### config.mk
export PLATFORM = sky130hd
export DESIGN_NAME = power_level_transition_sequencer
export DESIGN_NICKNAME = d
export VERILOG_FILES = /design/src/rtl/pwr_seq_pkg.sv /design/src/rtl/power_level_transition_sequencer.sv
export SDC_FILE = /design/constraint.sdc
export NUM_CORES = 1
export LEC_CHECK = 0
export BUFFER_PORTS_ARGS = -buffer_cell sky130_fd_sc_hd__buf_2
export CAP_MARGIN = 20
export CORE_AREA = 2 2 65 67
export CTS_BUF_LIST = sky130_fd_sc_hd__clkbuf_16
export CTS_CLUSTER_SIZE = 8
export DETAILED_ROUTE_END_ITERATION = 6
export DIE_AREA = 0 0 67 69
export HOLD_SLACK_MARGIN = 0.12
export PLACE_DENSITY = 0.55
export SYNTH_ARGS = -nofsm -noshare
export SYNTH_HDL_FRONTEND = slang
export SYNTH_SLANG_ARGS = --single-unit
### constraint.sdc
create_clock -name clock_i -period 2.8 [get_ports clock_i]
set_input_delay 0.14 -clock clock_i [delete_from_list [all_inputs] [get_ports clock_i]]
set_output_delay 0.14 -clock clock_i [all_outputs]
set_load 0.005 [all_outputs]
### src/rtl/pwr_seq_pkg.sv
package pwr_seq_pkg;

    // Clock period of clock_i
    localparam int CLK_PERIOD_NS    = 50;

    // Protocol times in microseconds
    localparam int T_SNK_TRANS_US   = 25000;
    localparam int T_SRC_READY_US   = 275000;

    // Least time rounds up, longest time rounds down
    localparam int SNK_TRANS_CYC    =
        (T_SNK_TRANS_US * 1000 + CLK_PERIOD_NS - 1) / CLK_PERIOD_NS;
    localparam int SRC_READY_CYC    = (T_SRC_READY_US * 1000) / CLK_PERIOD_NS;

    localparam int CNT_W            = 24;
    localparam logic [CNT_W-1:0] CNT_RST = 24'h000000;

    typedef enum logic [2:0] {
        ST_IDLE,
        ST_ARMED,
        ST_ACC_ACK,
        ST_SNK_WAIT,
        ST_SRC_WAIT,
        ST_PSRDY_ACK
    } seq_state_e;

    // Events from the protocol layer, one-cycle pulses
    typedef struct packed {
        logic request;
        logic goodcrc;
    } pd_rx_s;

    // Message requests to the protocol layer, one-cycle pulses
    typedef struct packed {
        logic ps_rdy;
    } pd_tx_s;

endpackage : pwr_seq_pkg

### src/rtl/power_level_transition_sequencer.sv
// What this block does
// - After Accept GoodCRC, source waits tSnkTransition before supply command.
// - After tSnkTransition, source commands the supply to new voltage.
// - Source supply is ready within tSrcReady after the command.
// - Supply readiness is reported and passed on to the source sequencer.
// - On supply readiness, source sends PS_RDY to the sink.
// - GoodCRC from sink for PS_RDY ends the source sequence.
// - The transition begins only after the sink has sent a Request.
`timescale 1ns/100ps
module power_level_transition_sequencer
    import pwr_seq_pkg::*;
#(
    parameter int SNK_CYC = SNK_TRANS_CYC,
    parameter int SRC_CYC = SRC_READY_CYC
) (
    // Clock and reset
    input  wire logic   clock_i,
    input  wire logic   rst_i,
    // Protocol layer
    input  wire pd_rx_s rx_i,
    input  wire logic   accept_sent_i,
    output      pd_tx_s tx_o,
    // Device policy manager and supply
    input  wire logic   supply_ready_i,
    output      logic   change_cmd_o,
    // Status
    output      logic   busy_o,
    output      logic   done_o,
    output      logic   fault_o
);

    localparam logic [CNT_W-1:0] SNK_LAST = CNT_W'(SNK_CYC - 1);
    localparam logic [CNT_W-1:0] SRC_LAST = CNT_W'(SRC_CYC - 1);

    seq_state_e       state_r;
    logic [CNT_W-1:0] cnt_r;
    logic             change_cmd_r;
    logic             ps_rdy_r;
    logic             done_r;
    logic             fault_r;

    // Sequence state
    always_ff @(posedge clock_i) begin
        if (rst_i) begin
            state_r <= ST_IDLE;
        end else begin
            case (state_r)
                ST_IDLE: begin
                    if (rx_i.request) begin
                        state_r <= ST_ARMED;
                    end
                end
                ST_ARMED: begin
                    if (accept_sent_i) begin
                        state_r <= ST_ACC_ACK;
                    end
                end
                ST_ACC_ACK: begin
                    if (rx_i.goodcrc) begin
                        state_r <= ST_SNK_WAIT;
                    end
                end
                ST_SNK_WAIT: begin
                    if (cnt_r == SNK_LAST) begin
                        state_r <= ST_SRC_WAIT;
                    end
                end
                ST_SRC_WAIT: begin
                    if (supply_ready_i) begin
                        state_r <= ST_PSRDY_ACK;
                    end else if (cnt_r == SRC_LAST) begin
                        state_r <= ST_IDLE;
                    end
                end
                ST_PSRDY_ACK: begin
                    if (rx_i.goodcrc) begin
                        state_r <= ST_IDLE;
                    end
                end
                default: begin
                    state_r <= ST_IDLE;
                end
            endcase
        end
    end

    // Interval counter, restarted on each timed state entry
    always_ff @(posedge clock_i) begin
        if (rst_i) begin
            cnt_r <= CNT_RST;
        end else if (state_r == ST_SNK_WAIT && cnt_r != SNK_LAST) begin
            cnt_r <= cnt_r + 1'b1;
        end else if (state_r == ST_SRC_WAIT && cnt_r != SRC_LAST) begin
            cnt_r <= cnt_r + 1'b1;
        end else begin
            cnt_r <= CNT_RST;
        end
    end

    // Registered one-cycle outputs
    always_ff @(posedge clock_i) begin
        if (rst_i) begin
            change_cmd_r <= 1'b0;
            ps_rdy_r     <= 1'b0;
            done_r       <= 1'b0;
            fault_r      <= 1'b0;
        end else begin
            change_cmd_r <= (state_r == ST_SNK_WAIT) && (cnt_r == SNK_LAST);
            ps_rdy_r     <= (state_r == ST_SRC_WAIT) && supply_ready_i;
            done_r       <= (state_r == ST_PSRDY_ACK) && rx_i.goodcrc;
            fault_r      <= (state_r == ST_SRC_WAIT) && !supply_ready_i
                            && (cnt_r == SRC_LAST);
        end
    end

    assign change_cmd_o = change_cmd_r;
    assign tx_o.ps_rdy  = ps_rdy_r;
    assign done_o       = done_r;
    assign fault_o      = fault_r;
    assign busy_o       = (state_r != ST_IDLE);

    AST_REQ_FIRST: assert property (
        @(posedge clock_i) disable iff (rst_i)
        (state_r == ST_IDLE && !rx_i.request) |=> state_r == ST_IDLE)
        else $error("sequence left idle without a Request");

    AST_SNK_WAIT_FULL: assert property (
        @(posedge clock_i) disable iff (rst_i)
        change_cmd_o |-> $past(state_r) == ST_SNK_WAIT
                         && $past(cnt_r) == SNK_LAST)
        else $error("supply command before full sink wait");

    AST_NO_EARLY_CMD: assert property (
        @(posedge clock_i) disable iff (rst_i)
        (state_r == ST_SNK_WAIT && cnt_r != SNK_LAST) |=> !change_cmd_o)
        else $error("supply command issued early");

    AST_CMD_ISSUED: assert property (
        @(posedge clock_i) disable iff (rst_i)
        (state_r == ST_SNK_WAIT && cnt_r == SNK_LAST)
            |=> change_cmd_o && state_r == ST_SRC_WAIT && cnt_r == CNT_RST)
        else $error("supply command missing after sink wait");

    AST_SRC_BOUND: assert property (
        @(posedge clock_i) disable iff (rst_i)
        (state_r == ST_SRC_WAIT && cnt_r == SRC_LAST && !supply_ready_i)
            |=> fault_o && state_r == ST_IDLE)
        else $error("supply readiness deadline not enforced");

    AST_PSRDY_CAUSE: assert property (
        @(posedge clock_i) disable iff (rst_i)
        tx_o.ps_rdy |-> $past(supply_ready_i)
                        && $past(state_r) == ST_SRC_WAIT)
        else $error("PS_RDY without supply readiness");

    AST_READY_SENDS: assert property (
        @(posedge clock_i) disable iff (rst_i)
        (state_r == ST_SRC_WAIT && supply_ready_i)
            |=> tx_o.ps_rdy && state_r == ST_PSRDY_ACK)
        else $error("PS_RDY not sent on readiness");

    AST_DONE_ON_ACK: assert property (
        @(posedge clock_i) disable iff (rst_i)
        (state_r == ST_PSRDY_ACK && rx_i.goodcrc)
            |=> done_o && state_r == ST_IDLE ##1 !done_o)
        else $error("GoodCRC for PS_RDY did not end sequence");

    AST_RESET_QUIET: assert property (
        @(posedge clock_i)
        $past(rst_i) |-> !change_cmd_o && !tx_o.ps_rdy && !done_o
                         && !fault_o && !busy_o)
        else $error("outputs not quiet after reset");

    AST_ONE_PULSE_CMD: assert property (
        @(posedge clock_i) disable iff (rst_i)
        change_cmd_o |=> !change_cmd_o)
        else $error("supply command longer than one cycle");

    AST_ONE_PULSE_PSRDY: assert property (
        @(posedge clock_i) disable iff (rst_i)
        tx_o.ps_rdy |=> !tx_o.ps_rdy)
        else $error("PS_RDY request longer than one cycle");

    AST_ARMED_HOLD: assert property (
        @(posedge clock_i) disable iff (rst_i)
        (state_r == ST_ARMED && !accept_sent_i) |=> state_r == ST_ARMED)
        else $error("armed state left without Accept");

    AST_ACC_ACK_HOLD: assert property (
        @(posedge clock_i) disable iff (rst_i)
        (state_r == ST_ACC_ACK && !rx_i.goodcrc) |=> state_r == ST_ACC_ACK)
        else $error("sink wait started without GoodCRC");

    AST_FAULT_CAUSE: assert property (
        @(posedge clock_i) disable iff (rst_i)
        fault_o |-> $past(state_r) == ST_SRC_WAIT && !$past(supply_ready_i)
                    && $past(cnt_r) == SRC_LAST)
        else $error("fault without missed readiness deadline");

    AST_SRC_CNT_RANGE: assert property (
        @(posedge clock_i) disable iff (rst_i)
        state_r == ST_SRC_WAIT |-> cnt_r <= SRC_LAST)
        else $error("readiness counter past its deadline");

    AST_DONE_CAUSE: assert property (
        @(posedge clock_i) disable iff (rst_i)
        done_o |-> $past(state_r) == ST_PSRDY_ACK && $past(rx_i.goodcrc))
        else $error("done without GoodCRC for PS_RDY");

    AST_ONE_OUT: assert property (
        @(posedge clock_i) disable iff (rst_i)
        $onehot0({change_cmd_o, tx_o.ps_rdy, done_o, fault_o}))
        else $error("more than one output pulse at once");

endmodule : power_level_transition_sequencer

* Word level (Yosys, flattened, before mapping) *
Cells that the tools add are included.

cells by class
  $add $sub $neg = 1
  eq/ne operators = 15
  muxes and demuxes = 10
  reductions and logical operators = 11

operators with widths
  kind                     number
  $mux W24                 2
  $add A24 B1 Y24 const B  1
  $eq A24 B19 Y1 const B   1
  $eq A24 B23 Y1 const B   1
  $ne A24 B19 Y1 const B   1
  $ne A24 B23 Y1 const B   1
  $mux W3                  7
  $pmux W3 S6              1
  $ne A2 B2 Y1 const B     4
  $logic_and A1 B1 Y1      7
  $eq A3 B2 Y1 const B     2
  $eq A3 B3 Y1 const B     2
  $reduce_and A6 Y1        1
  $eq A3 B1 Y1 const B     1
  $logic_not A3 Y1         1
  $ne A3 B2 Y1 const B     1
  $reduce_bool A3 Y1       1
  $ne A2 B1 Y1 const B     1
  $logic_not A1 Y1         1

storage, ports and cells
  flip-flop bits (word level) = 31
  input bits = 6
  output and inout port bits = 5
  word-level logic and storage cells = 43

* Depth between registers and ports, before layout *
Gate-level depths: netlist (run 1).

  depth in word-level cells = 4
  mapped depth = 7
  mapped depth without buffers = 5

* Least setup slack after synthesis (run 1) *
OpenSTA, ideal clock, no wires.

  path kind = flip-flop to flip-flop
  from = register cnt_r[0]
  to = register cnt_r[4]
  library setup time = 0.136 ns
  arrival time = 1.857 ns
  required time = 2.664 ns
  setup slack = 0.807 ns
  cell stages (with the launch flop) = 8
  path buffers = 2
  clock period less this slack = 1.993 ns
  cell sequence = dfxtp_1 -> ha_1 -> and4_2 -> buf_2 -> nand4_1 -> o31ai_4 -> buf_2 -> a211oi_1

between the ends
  word-level cells in the longest chain between the ends = 4
  elaborated cells on any way between the ends = 7
  those cells by class = 1 x add/sub; 2 x eq/ne; 2 x mux; 2 x reduce/logical

ends and longest elaborated chain
  element                                                                  RTL line                                text
  start, declared                                                          power_level_transition_sequencer.sv:36  logic [CNT_W-1:0] cnt_r;
  start signal, assigned                                                   power_level_transition_sequencer.sv:92  cnt_r <= cnt_r + 1'b1;
  start signal, assigned                                                   power_level_transition_sequencer.sv:94  cnt_r <= cnt_r + 1'b1;
  parallel branches: the longest is 3 deep, another holds $add A24 B1 Y24  n/a
  $mux W24 *                                                               power_level_transition_sequencer.sv:91  end else if (state_r == ST_SNK_WAIT && cnt_r != SNK_LAST) begin

Every way passes the cells marked *.
A chain may end at the register's enable or synchronous reset.

* Final worst setup path (run 1) *
  from = register cnt_r[6]
  to = register cnt_r[21]

Same word-level chain as after synthesis.

==> results of run 1 <==
## cell usage in the layout (no fill, tap or decap), drive strengths merged, types with 2 or more instances in the layout
cell,instances
nand3,9
nand2b,3
a21oi,6
nor4b,2
clkinv,2
dfxtp,31
or4,4
nand4,11
xnor2,6
and4,5
nor3,6
a221oi,10
inv,5
a211oi,13
o31ai,2
or3,11
nor3b,3
and2,2
o21ai,11
nor4,3
nor2,4
nand2,7
buf,14
xor2,6
clkbuf,5
## layer usage
metal  vias to the layer above  global-route usage
met5                         -                   0
met4                         0             0.08163
met3                        10             0.05383
met2                        16              0.2728
met1                       661              0.2186
li1                        716                   -
## per-stage QoR
stage / cell area [µm²] / std cells / setup slack (ns) / hold WS, ns / util
after global routing: 1829 / 238 / 0.5508 / 0.1626 / 0.4674
final: 1829 / 238 / 0.7054 / 0.1354 / 0.4674
after global placement: 1693 / 230 / 0.7613 / 0.4155 / 0.4325
after CTS: 1829 / 238 / 0.7138 / 0.1328 / 0.4674
after floorplan: 1603 / 177 / 0.8074 / 0.2882 / -
after detailed placement: 1693 / 230 / 0.7208 / 0.4241 / 0.4325
## worst min path at each step
stage / to / slack [ns] / startpoint / depth (start not counted)
final: done_o / 0.14 / rx_i[0] / 3
after CTS: done_o / 0.13 / rx_i[0] / 3
after floorplan: done_o / 0.29 / rx_i[0] / 2
after global placement: done_o / 0.42 / rx_i[0] / 3
after global routing: done_o / 0.16 / rx_i[0] / 3
after detailed placement: done_o / 0.42 / rx_i[0] / 3
## kinds of logic after synthesis
logic type | after synthesis
simple gates | 73
compound gates | 45
flops | 31
buf+inv | 15
xor+xnor | 12
fa+ha+maj | 1
## final cells by class
cell class	count	area, µm²	area share
multi-input combinational	131	914.6	0.5000
sequential	31	620.6	0.3393
clock buffer	5	125.1	0.06840
timing repair buffer	14	80.08	0.04378
tap	50	62.56	0.03420
inverter	4	15.01	0.008208
clock inverter	3	11.26	0.006156
## power by group
group          switching, µW  internal (µW)  total (µW)
Combinational           25.1           17.6        42.7
Clock                    181            319         499
Sequential              6.66            446         453
## worst max-delay path: cells and delay by family (launching register included)
kind | cells | cell delay [ns]
compound gates | 1 | 0.25
flops | 1 | 0.44
simple gates | 3 | 1.32
## flip-flops by register name (all words and copies together) (netlist names)
signal,cells
cnt_r,24
state_r,3
change_cmd_o,1
done_o,1
fault_o,1
tx_o,1
==> flow_summary.toml, run 1 <==
[status]
status = "finished clean"

[timing]
fin_setup_tns_ns = 0
hold_viol = 0
worst_clock_skew_ns = 0.006745
clock.fmax_mhz = 477.4
rsz0062_at_grt = "false"
drv_slew = 0
period_minus_slack_ns = 2.095
maxSlewHeadroom = 0.6003
setup_viol = 0
period_share = 0.7481
worst_slew_pin_slew_ns = 0.5995

[synth]
async_flop_share = 0
synth.distinct_cells = 36
synthMuxAreaShare = 0
yosys.area.top_type_share = 0.3872
synth_top_family_by_area = "simple AND/OR/NAND/NOR gates"
synth.avg_cell_area_um2 = 9.055
synth_compound_area_frac = 0.2186
synth-main-ff-cell = "dfxtp_1"
yosysTopAreaCell = "dfxtp_1"
ys_warn_count = 0
synth.ff_latch_count = 31
synthesis.area_um2 = 1603
synth_simple_gate_area_frac = 0.2787
synth.area.top_cells = "dfxtp_1 (39%), a211oi_1 (6.1%), or3_1 (4.3%)"
synth-adder-area-share = 0.007806
synth-xor-area-share = 0.06557
synth_common_cells = "dfxtp_1 (31), a211oi_1 (13), o21ai_0 (11), or3_1 (11), nand4_1 (10)"
synth_cells = 177
synth.most_common_cell = "dfxtp_1"
synth_edf_count = 0
seq_area_frac_synth = 0.3872
syn-num-nets = 184

[placed_design]
dp_hpwl_um = 2475
portBuffers = 10
routabilityCongestion = 0.8935

[global_routing]
antenna_found_initial = 0
grt_pass1_vias = 1369
grt_max_degree = 32
grt_usage = 0.1757
grt_overflow = 0
grt_pass1_wl_um = 6230

[clock_tree]
h-tree-depth = 2
cts_hold_buf = 0
cts_tree = "yes"
cts_setup_buffers = 0
cts_sinks = 31
insertion_delay_ns = 0.28
clock-root-buffer = "clkbuf_16"
cts_resized = 0
clockBufferDepth = 2
clk_pin_slew_ns = 0.05
cts_buffers = 5

[worst_setup_path]
cp.required_ns = 2.99
r2r_cells = 4
crit_start = "cnt_r[6]"
cp-endpoint = "cnt_r[21]"
path_cells = "nand4_1, or4_1, or3_1, a221oi_2"
worstPathMaxFanout = 10
reg2reg_slack_ns = 0.71
crit_slowest_cell = "or4_1"
worstSetupStartpointType = "flop"
cpPeakStageDelay_ns = 0.70
path_class = "flop to flop"
cp.arrival_ns = 2.28
r2r_start = "cnt_r[6]"
reg2reg_to = "cnt_r[21]"
end_kind = "flop"

[drt]
wl_per_cell_um = 14.83
drc = 0
drt_wl_total_um = 3529
postRouteAntennaNets = 0
drt_iter0_drc = 69
wl_met3_um = 119
via_per_inst = 5.895
drt-met1-wl_um = 1589
first_pass_iters = 4
dr_wl_met2_um = 1728
top_layer = "met4"
vias = 1403

[finish]
syn_to_final_growth_pct = 14.13
nets = 194
layout-drive-gt1-share = 0.1543
diodes = 0
nFillCells = 401

[run]
maxCapViolations = 0

[power_and_ir_drop]
p_leak_uw = 0.0005243
irDropWorstVdd_v = 0.0002396
total_power_uw = 994.6
power_density_nw_per_um2 = 543.7

[floorplanning]
die_w_um = 67
start_util = 0.4095
dieArea_um2 = 4623
core_area_um2 = 3914
ioPinCount = 11
rows = 23
die_y_um = 69

[hold_path]
min_path_type = "input port to flop"
Power figures use the tool's default switching activity.
==> run 2: changes to the inputs <==
--- a/config.mk
+++ b/config.mk
@@ -5,15 +5,16 @@
 export SDC_FILE = /design/constraint.sdc
 export NUM_CORES = 1
 export LEC_CHECK = 0
+export ABC_AREA = 1
 export BUFFER_PORTS_ARGS = -buffer_cell sky130_fd_sc_hd__buf_2
 export CAP_MARGIN = 20
-export CORE_AREA = 2 2 65 67
+export CORE_AREA = 2 2 67 69
 export CTS_BUF_LIST = sky130_fd_sc_hd__clkbuf_16
 export CTS_CLUSTER_SIZE = 8
 export DETAILED_ROUTE_END_ITERATION = 6
-export DIE_AREA = 0 0 67 69
+export DIE_AREA = 0 0 69 71
 export HOLD_SLACK_MARGIN = 0.12
-export PLACE_DENSITY = 0.55
+export PLACE_DENSITY = 0.57
 export SYNTH_ARGS = -nofsm -noshare
 export SYNTH_HDL_FRONTEND = slang
 export SYNTH_SLANG_ARGS = --single-unit
==> constraint.sdc (replaced) <==
create_clock -name clock_i -period 1.9 [get_ports clock_i]
set_input_delay 0.095 -clock clock_i [delete_from_list [all_inputs] [get_ports clock_i]]
set_output_delay 0.095 -clock clock_i [all_outputs]
set_load 0.005 [all_outputs]
==> run 2 against run 1 <==
- maximum frequency increased by 19%
- flip-flop and latch count unchanged
- cell area is 8.6% higher
- core utilization rose by 0.52 points
- power increased by 89%
- worst setup slack got worse by 0.56 ns
- synthesized cell count grew 45%
- hold slack better by 0.23 ns
- via count grew 13%
- first-iteration DRC count increased by 12%
- non-clock buffer count stayed put
- clock power rose by 43%
- largest cell class unchanged
==> flow_summary.toml, run 2 <==
[clock_tree]
clock-root-buffer = "clkbuf_16"
insertion_delay_ns = 0.27
cts_setup_buffers = 0
clk_pin_slew_ns = 0.05
clockBufferDepth = 2
cts_sinks = 31
cts_buffers = 5
cts_tree = "yes"
h-tree-depth = 2

[run]
maxCapViolations = 0

[drt]
drc = 0
drt_wl_total_um = 3821
vias = 1583
wl_per_cell_um = 11.76
via_per_inst = 4.871
drt_iter0_drc = 77
postRouteAntennaNets = 0
first_pass_iters = 4

[worst_setup_path]
worstPathMaxFanout = 5
cpPeakStageDelay_ns = 0.59
crit_cells = 6
critPathMostFrequentCell = "nand3_2"
crit_slowest_cell = "dlygate4sd3_1"
end_kind = "flop"
cp.required_ns = 2.11
path_buf_inv = 1
r2r_cells = 6
path_class = "flop to flop"
cp.arrival_ns = 1.97
worstSetupStartpointType = "flop"
crit_family = "buffers and inverters"
path_cells = "ha_2, nand3_2, nor2_2, nand3_2, nor4_2, dlygate4sd3_1"

[placed_design]
dp_hpwl_um = 2826
routabilityCongestion = 0.8242
portBuffers = 10
placedCellCount = 315
dpl_worst_slack_ns = 0.2544

[global_routing]
grt_max_degree = 24
grt_pass1_vias = 1546
grt_usage = 0.1795
antenna_found_initial = 0
grt_pass1_wl_um = 6934
grt_overflow = 0

[floorplanning]
die_y_um = 71
die_w_um = 69
core_area_um2 = 4204
dieArea_um2 = 4899
ioPinCount = 11
start_util = 0.4071
rows = 24

[timing]
hold_viol = 0
fin_setup_tns_ns = 0
maxSlewHeadroom = 0.8018
rsz0062_at_grt = "false"
period_minus_slack_ns = 1.759
worst_slew_pin_slew_ns = 0.2946
drv_slew = 0
worst_clock_skew_ns = 0.003615
setup_ws_ns = 0.1408
period_share = 0.9259
setup_viol = 0
clock.fmax_mhz = 568.5

[synth]
async_flop_share = 0
synth_cells = 256
yosys.area.top_type_share = 0.3626
yosysTopAreaCell = "dfxtp_1"
synth.distinct_cells = 26
synth.area.top_cells = "dfxtp_1 (36%), nand2_1 (13%), nor2_1 (12%)"
synth.avg_cell_area_um2 = 6.686
synth-main-ff-cell = "dfxtp_1"
ys_warn_count = 0
synth.most_common_cell = "nand2_1"
syn-num-nets = 263
synth_common_cells = "nand2_1 (57), nor2_1 (53), dfxtp_1 (31), inv_1 (30), nand3_1 (16)"
seq_area_frac_synth = 0.3626
synth.ff_latch_count = 31
synth_edf_count = 0
synthesis.area_um2 = 1712

[status]
status = "finished clean"

[hold_path]
min_path_type = "input port to flop"
hold_depth = 6

[finish]
largest_reg_flops = 24
diodes = 0
multi_input_area_um2 = 957.2
nets = 281
layout_common_cells = "nand2_1 (57), nor2_1 (52), inv_1 (31), dfxtp_1 (30), nand3_1 (14)"
regArea_um2 = 621.8
final_common_cell = "nand2_1"
final_util = 0.4726
syn_to_final_growth_pct = 16.08
reg.largest.list = "cnt_r x24, state_r x3"
nFillCells = 473
layout-drive-gt1-share = 0.1538
fin_cells = 325
top_register = "cnt_r"

[power_and_ir_drop]
p_leak_uw = 0.0007634
clkPwrFrac = 0.380
p_seq_frac = 0.389
power.share.switching = 0.3059
irDropWorstVdd_v = 0.0005859
total_power_uw = 1880
power_frac_comb = 0.231
power_density_nw_per_um2 = 945.9
intPower_uw = 1305
p_switching_uw = 574.9
run 2: cell count changes after synthesis, moves of 5 or more:
cell,delta
nand3_1,+7
nor2_1,+49
nand2_1,+50
buf_2,-5
or3_1,-11
a221oi_1,-6
a211oi_1,-13
nand2_2,+5
inv_1,+26
o21ai_0,-7
run 2: metrics by stage:
step	instance area, µm²	hold WS [ns]
after floorplan	1712	0.1674
after global placement	1795	0.3057
after detailed placement	1795	0.3003
after CTS	1964	0.3711
after global routing	1987	0.4480
final	1987	0.3647
run 2: layout make-up:
cell class,instances,share of cell area
clock buffer,5,0.06297
sequential,31,0.3130
multi-input combinational,189,0.4817
timing repair buffer,14,0.04534
tap,52,0.03275
clock inverter,1,0.001889
inverter,33,0.06234
run 2: metal layers:
layer	vias to the layer above	global-route usage	wire length, µm
met5	-	0	0
met4	0	0.1002	112
met3	9	0.04701	135
met2	28	0.2885	1805
met1	702	0.2194	1767
li1	844	-	-
run 2: path summary, 6_finish.rpt:
path	from	endpoint	slack, ns
setup / recovery	cnt_r[0]	fault_o	0.14
hold / removal	accept_sent_i	state_r[1]	0.36
setup reg to reg	cnt_r[0]	fault_o	0.14
hold reg to reg	cnt_r[0]	cnt_r[0]	0.45
run 2: what timing repair did:
item                       4_1_cts  5_1_grt
hold buffers                     4        0
setup endpoints to repair        0        1
hold endpoints to repair         4        0
resized for setup                0        6
run 2: power groups by stage:
stage / clock, µW / combinational (µW) / sequential, µW
6_report: 714 / 434 / 731
5_1_grt: 762 / 521 / 733
4_1_cts: 744 / 439 / 729
3_5_place_dp: 0 / 432 / 742
3_3_place_gp: 0 / 435 / 742
2_1_floorplan: 0 / 369 / 735
run 2: worst reg2reg max path: cells and delay by family, from the launching register on:
| kind | cells | cell delay, ns |
|---|---|---|
| adders and majority gates | 1 | 0.21 |
| and+or+nand+nor | 4 | 0.56 |
| buffers and inverters | 1 | 0.59 |
| DFF | 1 | 0.35 |
run 2: logic make-up (layout without fill, tap and decap cells):
kind of cell,after synthesis,in the layout,share of synthesized area
xor+xnor,10,10,0.05117
flops,31,31,0.3626
compound gates,14,14,0.04313
buf+inv,36,53,0.09064
fa+ha+maj,1,1,0.007309
simple gates,164,164,0.4452
